<file path="src/rtl/oled_port_map.svh">
// register-free constants for the parallel host port: command codes,
// field positions and timing figures; assumes a 10 MHz system clock.
`ifndef OLED_PORT_MAP_SVH
`define OLED_PORT_MAP_SVH

`define CMD_DISPLAY_OFF   8'hae
`define CMD_DISPLAY_ON    8'haf
`define CMD_CONTRAST      8'h81
`define CMD_MULTIPLEX     8'ha8
`define CMD_SEG_REMAP     8'ha0
`define CMD_OFFSET        8'hd3
`define CMD_START_LINE    8'h40
`define CMD_SCAN_DIR      8'hc8
`define CMD_COM_PINS      8'hda
`define CMD_PRECHARGE     8'hd9
`define CMD_COMH_LEVEL    8'hdb
`define CMD_ENTIRE_ON     8'ha4
`define CMD_NORMAL        8'ha6
`define CMD_INVERSE       8'ha7

`define RST_CONTRAST      8'h7f
`define RST_MULTIPLEX     8'h3f
`define RST_OFFSET        8'h00
`define RST_COM_PINS      8'h12
`define RST_PRECHARGE     8'h22
`define RST_COMH_LEVEL    8'h20
`define RST_START_LINE    6'h00

`define PRE_HI            7:4
`define PRE_LO            3:0
`define START_FIELD       5:0

`define CLK_PERIOD_NS     100
`define ACC_TIME_NS       140
`endif

</file>
<file path="src/rtl/oled_port_pkg.sv">
// types shared by the parallel host port.
// assumes nothing beyond a SystemVerilog compiler.
package oled_port_pkg;
	typedef logic [7:0] byte_t;
	typedef enum logic [1:0] {
		PX_IDLE,
		PX_READ,
		PX_WRITE
	} xfer_e;
endpackage

</file>
<file path="src/rtl/oled_host_port.sv">
// 8080-style parallel host port with command decoder and config store.
// assumes asynchronous host pins; every pin input is synchronised here.
`timescale 1ns/1ps
`include "oled_port_map.svh"

module oled_host_port
#(
	parameter int unsigned DATA_W = 8
) (
	// system
	input  wire logic                 sys_clk,
	input  wire logic                 rst,
	// host pins, all asynchronous
	input  wire logic                 chip_select_n,
	input  wire logic                 read_n,
	input  wire logic                 write_n,
	input  wire logic                 data_cmd,
	input  wire logic                 chip_reset_n,
	input  wire logic [DATA_W-1:0]    host_byte_bus_i,
	output logic      [DATA_W-1:0]    host_byte_bus_o,
	output logic                      host_byte_bus_oe,
	// display data stream to the panel memory
	output logic      [DATA_W-1:0]    pixel_data,
	output logic                      pixel_valid,
	// configuration state
	output logic                      display_on,
	output logic      [7:0]           contrast,
	output logic      [7:0]           multiplex,
	output logic      [7:0]           display_offset,
	output logic      [5:0]           start_line,
	output logic      [7:0]           com_pins,
	output logic      [3:0]           precharge_phase,
	output logic      [3:0]           discharge_phase,
	output logic      [7:0]           common_high_level,
	output logic                      seg_remap,
	output logic                      scan_reverse,
	output logic                      entire_on,
	output logic                      invert
);
	import oled_port_pkg::*;

	localparam int unsigned SYNC_W = 4 + DATA_W;

	// returns 1 for commands that expect one parameter byte
	function automatic logic takes_param(input byte_t c);
		return (c == `CMD_CONTRAST) || (c == `CMD_MULTIPLEX) ||
			(c == `CMD_OFFSET) || (c == `CMD_COM_PINS) ||
			(c == `CMD_PRECHARGE) || (c == `CMD_COMH_LEVEL);
	endfunction

	// two-flop synchronisers for every pin; stage one is read by stage two only
	logic [SYNC_W-1:0] s1_q;
	logic [SYNC_W-1:0] s2_q;
	logic [SYNC_W-1:0] pins;
	assign pins = {chip_select_n, read_n, write_n, data_cmd,
		host_byte_bus_i};
	always_ff @(posedge sys_clk or posedge rst) begin
		if (rst) begin
			s1_q <= '1;
			s2_q <= '1;
		end else begin
			s1_q <= pins;
			s2_q <= s1_q;
		end
	end

	wire               cs_s  = ~s2_q[DATA_W+3];
	wire               rd_ns = s2_q[DATA_W+2];
	wire               wr_ns = s2_q[DATA_W+1];
	wire               dc_s  = s2_q[DATA_W];
	wire  [DATA_W-1:0] bus_s = s2_q[DATA_W-1:0];

	// reset pin synchroniser, kept apart so it does not gate the byte path
	logic rn1_q;
	logic rn2_q;
	always_ff @(posedge sys_clk or posedge rst) begin
		if (rst) begin
			rn1_q <= 1'b0;
			rn2_q <= 1'b0;
		end else begin
			rn1_q <= chip_reset_n;
			rn2_q <= rn1_q;
		end
	end
	wire init_hold = rst | ~rn2_q;

	// transfer tracking: a write is captured when the strobe or select
	// rises, since data only settles after the falling edge
	xfer_e       st_q;
	xfer_e       st_d;
	logic        dc_q;
	logic        dc_d;
	logic [DATA_W-1:0] byte_q;
	logic [DATA_W-1:0] byte_d;
	wire rd_start = cs_s & ~rd_ns;
	wire wr_start = cs_s & ~wr_ns;
	wire wr_end   = (st_q == PX_WRITE) & (wr_ns | ~cs_s);
	wire rd_end   = (st_q == PX_READ) & (rd_ns | ~cs_s);

	always_comb begin
		st_d   = st_q;
		dc_d   = dc_q;
		byte_d = byte_q;
		unique case (st_q)
			PX_IDLE: begin
				if (wr_start)
					st_d = PX_WRITE;
				else if (rd_start)
					st_d = PX_READ;
			end
			PX_WRITE: begin
				if (wr_end)
					st_d = PX_IDLE;
				else begin
					byte_d = bus_s;
					dc_d   = dc_s;
				end
			end
			PX_READ: begin
				if (rd_end)
					st_d = PX_IDLE;
			end
			default: st_d = PX_IDLE;
		endcase
	end

	always_ff @(posedge sys_clk or posedge rst) begin
		if (rst) begin
			st_q   <= PX_IDLE;
			dc_q   <= 1'b0;
			byte_q <= '0;
		end else begin
			st_q   <= init_hold ? PX_IDLE : st_d;
			dc_q   <= dc_d;
			byte_q <= byte_d;
		end
	end

	// completed write, split by the captured data/command level
	wire wr_done  = wr_end & ~init_hold;
	wire is_data  = wr_done & dc_q;
	wire is_cmd   = wr_done & ~dc_q;
	wire [7:0] cb = byte_q[7:0];

	// pending parameter: holds the opcode awaiting its argument
	logic       pend_q;
	logic [7:0] op_q;
	wire        is_param = is_cmd & pend_q;
	wire        is_op    = is_cmd & ~pend_q;

	always_ff @(posedge sys_clk or posedge rst) begin
		if (rst) begin
			pend_q <= 1'b0;
			op_q   <= 8'h00;
		end else if (init_hold) begin
			pend_q <= 1'b0;
		end else if (is_op) begin
			pend_q <= takes_param(cb);
			op_q   <= cb;
		end else if (is_param) begin
			pend_q <= 1'b0;
		end
	end

	// display data stream, registered one-cycle strobe
	always_ff @(posedge sys_clk or posedge rst) begin
		if (rst) begin
			pixel_data  <= '0;
			pixel_valid <= 1'b0;
		end else begin
			pixel_valid <= is_data;
			if (is_data)
				pixel_data <= byte_q;
		end
	end

	// single-byte commands; the recommended bring-up opens with display
	// off and closes with normal, non-inverted, on
	always_ff @(posedge sys_clk or posedge rst) begin
		if (rst) begin
			display_on   <= 1'b0;
			seg_remap    <= 1'b0;
			scan_reverse <= 1'b0;
			entire_on    <= 1'b0;
			invert       <= 1'b0;
			start_line   <= `RST_START_LINE;
		end else if (init_hold) begin
			display_on   <= 1'b0;
			seg_remap    <= 1'b0;
			scan_reverse <= 1'b0;
			entire_on    <= 1'b0;
			invert       <= 1'b0;
			start_line   <= `RST_START_LINE;
		end else if (is_op) begin
			if (cb == `CMD_DISPLAY_OFF)
				display_on <= 1'b0;
			if (cb == `CMD_DISPLAY_ON)
				display_on <= 1'b1;
			if (cb[7:1] == 7'(`CMD_SEG_REMAP >> 1))
				seg_remap <= cb[0];
			if (cb == `CMD_SCAN_DIR)
				scan_reverse <= 1'b1;
			if (cb[7:1] == 7'(`CMD_ENTIRE_ON >> 1))
				entire_on <= cb[0];
			if (cb == `CMD_NORMAL)
				invert <= 1'b0;
			if (cb == `CMD_INVERSE)
				invert <= 1'b1;
			if (cb[7:6] == 2'(`CMD_START_LINE >> 6))
				start_line <= cb[`START_FIELD];
		end
	end

	// parameter bytes complete the two-byte commands
	always_ff @(posedge sys_clk or posedge rst) begin
		if (rst) begin
			contrast          <= `RST_CONTRAST;
			multiplex         <= `RST_MULTIPLEX;
			display_offset    <= `RST_OFFSET;
			com_pins          <= `RST_COM_PINS;
			precharge_phase   <= 4'(`RST_PRECHARGE >> 4);
			discharge_phase   <= 4'(`RST_PRECHARGE);
			common_high_level <= `RST_COMH_LEVEL;
		end else if (init_hold) begin
			contrast          <= `RST_CONTRAST;
			multiplex         <= `RST_MULTIPLEX;
			display_offset    <= `RST_OFFSET;
			com_pins          <= `RST_COM_PINS;
			precharge_phase   <= 4'(`RST_PRECHARGE >> 4);
			discharge_phase   <= 4'(`RST_PRECHARGE);
			common_high_level <= `RST_COMH_LEVEL;
		end else if (is_param) begin
			unique case (op_q)
				`CMD_CONTRAST:   contrast <= cb;
				`CMD_MULTIPLEX:  multiplex <= cb;
				`CMD_OFFSET:     display_offset <= cb;
				`CMD_COM_PINS:   com_pins <= cb;
				`CMD_PRECHARGE: begin
					precharge_phase <= cb[`PRE_HI];
					discharge_phase <= cb[`PRE_LO];
				end
				`CMD_COMH_LEVEL: common_high_level <= cb;
				default: ;
			endcase
		end
	end

	// read returns the state byte: display on and pending parameter;
	// bus driven only inside an enabled read, released at its end
	always_ff @(posedge sys_clk or posedge rst) begin
		if (rst) begin
			host_byte_bus_o  <= '0;
			host_byte_bus_oe <= 1'b0;
		end else begin
			host_byte_bus_oe <= (st_d == PX_READ) & ~init_hold;
			host_byte_bus_o  <= DATA_W'({display_on, pend_q, 6'h00});
		end
	end
endmodule // oled_host_port

</file>
<file path="config.mk">
export PLATFORM = sky130hd
export DESIGN_NAME = oled_host_port
export DESIGN_NICKNAME = d
export VERILOG_FILES = /design/src/rtl/oled_port_pkg.sv /design/src/rtl/oled_host_port.sv
export VERILOG_INCLUDE_DIRS = /design/src /design/src/rtl
export SDC_FILE = /design/constraint.sdc
export NUM_CORES = 1
export LEC_CHECK = 0
export CAP_MARGIN = 20
export CELL_PAD_IN_SITES_DETAIL_PLACEMENT = 0
export CELL_PAD_IN_SITES_GLOBAL_PLACEMENT = 1
export CORE_UTILIZATION = 46
export DETAILED_ROUTE_END_ITERATION = 10
export DONT_BUFFER_PORTS = 1
export GPL_TIMING_DRIVEN = 0
export HOLD_SLACK_MARGIN = 0.02
export PLACE_DENSITY = 0.79
export SKIP_CTS_REPAIR_TIMING = 1
export SLEW_MARGIN = 30
export SYNTH_ARGS = -nofsm -noshare
export SYNTH_HDL_FRONTEND = slang
export SYNTH_SLANG_ARGS = --single-unit
</file>
<file path="constraint.sdc">
create_clock -name sys_clk -period 5.1 [get_ports sys_clk]
set_input_delay 1.02 -clock sys_clk [delete_from_list [all_inputs] [get_ports sys_clk]]
set_output_delay 1.02 -clock sys_clk [all_outputs]
set_load 0.05 [all_outputs]
</file>
Word-level counts from Yosys, hierarchy flattened
Index checks and enable logic that the tools add are counted.

Flip-flop bits (word level): 117. Input port bits: 15. Output and inout bits: 77. Word-level logic and storage cells: 155.

Equal/unequal tests: 23. Mux-type cells: 50. Bitwise gates (word level): 21. Reduce and logical (&&, ||, !) cells: 35.

Operator list (number): equality test 8 bit, second input constant (17); two-way mux 8 bit (15); AND reduction 2 bit (14); two-way mux 4 bit (6); nonzero test 2 bit (12); two-way mux 1 bit (20); two-way mux 6 bit (3); equality test 7 bit, second input constant (2); AND 1 bit (10); two-way mux 2 bit (5); nonzero test 3 bit (3); NOT 1 bit (8); equality test 2 x 1 -> 1 bit, second input constant (3); one-hot mux 2 bit (3 select lines) (1); logical OR 1 bit (5); bitwise OR 1 bit (3); equality test 2 bit, second input constant (1); logical NOT 2 bit (1).

Longest topological paths before layout
Depth after elaboration: 9. Gate-level depth with buffers: 6. Depth with buffers taken out: 4.

Least setup slack after synthesis
OpenSTA, ideal clock, no wires.

Kind: input port to flip-flop. Start: input port rst. End: register common_high_level[5]. Setup time: 0.088 ns. Data arrival time: 4.231 ns. Data required time: 5.012 ns. Slack: 0.781 ns. Stages: 5. Buffers on the path: 1. Path through: inv_1 -> nand2_1 -> clkbuf_1 -> nor2_1 -> mux2i_1.

Longest elaborated chain between the ends: 7. Elaborated cells between the ends (all ways): 9. Classes of those cells: mux (1); bitwise (5); reduce/logical (3).

Ends and longest elaborated chain: start, declared (RTL line oled_host_port.sv:12) `input wire logic rst,`; bitwise OR 1 bit * (RTL line oled_host_port.sv:85) `wire init_hold = rst | ~rn2_q;`; NOT 1 bit (no source line); AND 1 bit (RTL line oled_host_port.sv:140) `wire wr_done = wr_end & ~init_hold;`; AND 1 bit (RTL line oled_host_port.sv:142) `wire is_cmd = wr_done & ~dc_q;`; AND 1 bit (RTL line oled_host_port.sv:148) `wire is_param = is_cmd & pend_q;`; nonzero test 2 bit (no source line); AND reduction 2 bit (no source line); end signal, assigned (RTL line oled_host_port.sv:223) `` common_high_level <= `RST_COMH_LEVEL; ``; end signal, assigned (RTL line oled_host_port.sv:231) `` common_high_level <= `RST_COMH_LEVEL; ``; end, declared (RTL line oled_host_port.sv:34) `output logic [7:0] common_high_level,`.

Every way passes the cells marked *; elsewhere a longest branch is shown, timed or not. A chain may end at the register's enable or synchronous reset.

Worst setup path after layout
Start: register multiplex[0]. End: output port multiplex[0].

RTL lines: start, declared (RTL line oled_host_port.sv:28) `output logic [7:0] multiplex,`; start signal, assigned (RTL line oled_host_port.sv:218) `` multiplex <= `RST_MULTIPLEX; ``; start signal, assigned (RTL line oled_host_port.sv:226) `` multiplex <= `RST_MULTIPLEX; ``.

No word-level cell between the ends.

==> reports/results.txt <==
GRT Total Usage - 0.201
Crit. End Element - primary output
DR iter-0 viols - 152
TritonRoute pass-1 iters - 5
TritonCTS Buffers - 17
Status - complete, no violations
Htree depth - 4
Clk_skew - 8.67 ps
CTS tree - done
Number of global-route vias before repair - 2991
Largest cells by area after synthesis - dfrtp_1 (40%), dfstp_2 (23%), mux2i_1 (11%)
PnR Total Power - 2.40 mW
HPWL after detailed placement - 6.64 mm
Most frequent cells in the layout - dfrtp_1 (75), nand2_1 (54), mux2i_1 (51)
Worst Max-Slew Pin Slew - 661 ps
Critical path class - flop to primary output
Per-cell routed wire length - 18.4 um
Register bit total from synthesis - 117
RSZ-0062 raised after global routing - no
Port buffer count - 0
Fill count - 816
Post-layout net count - 410
DR DRC count - 0
Slew Viols, Final - 0
CP Launch Type - flop
Peak supply drop - 0.000232 V
Post-route minimum period - 2230 ps
Final core utilization - 0.567
Die height - 104 um
Final WS setup - 2870 ps
CORE AREA - 9860 um2
Yosys cell types - 43
Die Span X - 104 um
Via Count - 2841
Post-synthesis sequential area ratio - 0.629
Leakage power - 2.61 nW
Req. time, crit path - 4080 ps
Starting Density - 0.480
P per Cell Area - 430 nW/um2
DP Area - 4960 um2
Share of the synthesized area in the top cell type - 0.396
Syn avg cell area - 12.8 um2
Layout cells sized above 1 - 0.294
Longest Clk Path Bufs - 2
Synthesized instance count - 370
Clock Latency Late Sink - 520 ps
Antenna fix cells - 0
Largest area contributor in the netlist - dfrtp_1
Fin area - 5590 um2
Max-cap viol count - 0
Commonest non-fill, non-tap cell in the layout - dfrtp_1
Gr ovfl total - 0
GPL Wtd Cong - 0.789
Initial antenna violation count - 0
Clock transition at path regs - 60 ps
Vias per cell - 5.25
Worst hold path class - input port to async pin
YS warnings - 0
CTS Root Cell - clkbuf_8
Post-Syn Area - 4740 um2
Setup violations, final - 0
Crit path DAT - 1210 ps
# IOs - 92
Worst slew margin - 0.558
Global-route wire length before repair - 16.3 mm
Hold Fails Final Rpt - 0
Area Overhead vs Synth - 17.9%
Pre-CTS WS - 2740 ps
Clk sink count - 117
Pin count of the biggest net entering global routing - 68
Final period utilization - 0.438
Std cell rows - 36
Max frequency - 0.448 GHz
Full die area - 10700 um2
DRT antenna net count - 0
Routed wire length - 9.95 mm
Critical path peak fanout - 2
synthesized netlist by cell type:
| cell type | instances |
|---|---|
| mux2i_1 | 51 |
| buf_4 | 7 |
| and3b_1 | 1 |
| a31oi_1 | 1 |
| and2_1 | 2 |
| nor4_4 | 1 |
| nand4bb_1 | 1 |
| buf_6 | 2 |
| nand4_1 | 1 |
| and3_1 | 5 |
| nor4b_4 | 2 |
| mux2_2 | 24 |
| o21bai_2 | 1 |
| nor2_1 | 29 |
| nor3_4 | 1 |
| dfstp_2 | 42 |
| dfrtp_1 | 75 |
| nor4b_1 | 1 |
| clkbuf_1 | 16 |
| buf_2 | 2 |
| nand3_2 | 3 |
| nor2_2 | 1 |
| o21a_1 | 1 |
| nor2b_1 | 4 |
| nor4bb_1 | 2 |
| nor3b_1 | 2 |
| nand4_4 | 1 |
| nor2_4 | 1 |
| nand3b_1 | 1 |
| a21boi_0 | 1 |
| nor3_1 | 5 |
| nand2b_1 | 1 |
| inv_1 | 3 |
| a21oi_1 | 1 |
| nor4_1 | 2 |
| a22o_1 | 1 |
| nand3b_2 | 1 |
| nand3_1 | 7 |
| o21ai_0 | 10 |
| nand2_1 | 54 |
| maj3_1 | 1 |
| conb_1 | 1 |
| and4b_1 | 1 |
power by group:
group / internal, mW / total (mW) / switching, mW
Clock: 0.846 / 1.25 / 0.403
Combinational: 0.0458 / 0.155 / 0.109
Sequential: 0.969 / 0.998 / 0.0286
area by class of cell:
class | count | area [um2] | share of cell area
inverters | 3 | 18.8 | 0.00336
multi-input cells | 228 | 1620 | 0.290
flip-flops and latches | 117 | 2980 | 0.533
clock inverters | 8 | 149 | 0.0266
repair buffers | 1 | 27.5 | 0.00493
well taps | 133 | 166 | 0.0298
plain buffers | 27 | 145 | 0.0260
clock buffers | 24 | 480 | 0.0860
metal layers:
metal | track usage | vias up | part of all wire
li1 | - | 1292 | -
met1 | 0.247 | 1430 | 0.42
met2 | 0.314 | 103 | 0.48
met3 | 0.0850 | 16 | 0.087
met4 | 0.0776 | 0 | 0.013
met5 | 0 | - | 0
cells by family (layout without fill, tap and decap cells):
logic type      count (synthesis)  count (layout)  synth area share
compound gates                 16              16            0.0203
fa+ha+maj                       1               1           0.00211
buf+inv                        30              63            0.0330
flops                         117             117             0.629
mux                            75              75             0.165
other cells                     1               6          0.000791
simple gates                  130             130             0.150
final timing paths:
check	from	end	slack [ps]	cells after the start
setup / recovery	multiplex[0]	multiplex[0]	2870	0
max in group asynchronous	rst	contrast[2]	4060	2
hold reg to reg	rn1_q	rn2_q	350	0
min in group sys_clk	rn1_q	rn2_q	350	0
hold / removal	rst	common_high_level[3]	350	1
setup reg to reg	byte_q[4]	entire_on	3250	5
flip-flops by register name, indices dropped and copies added, names as in the netlist, 6 cells and up:
| register | cells |
|---|---|
| display_offset | 8 |
| pixel_data | 8 |
| s1_q | 12 |
| com_pins | 8 |
| s2_q | 12 |
| common_high_level | 8 |
| op_q | 8 |
| byte_q | 8 |
| start_line | 6 |
| multiplex | 8 |
| contrast | 8 |
through the flow:
stage	hold WS, ps	setup TNS, ps	instances
final	347	0	541
after global routing	355	0	541
after CTS	347	0	541
after detailed placement	338	0	509
after global placement	340	-19110	508
after floorplan	331	0	375
worst register-to-register path: stages, from the launching register on:
cell and delay, ps:
dfrtp_1 350, clkbuf_1 290, nor4b_1 580, nor2b_1 210, a21boi_0 110, o21a_1 200
Note: power is estimated with default switching activity, not from simulation.
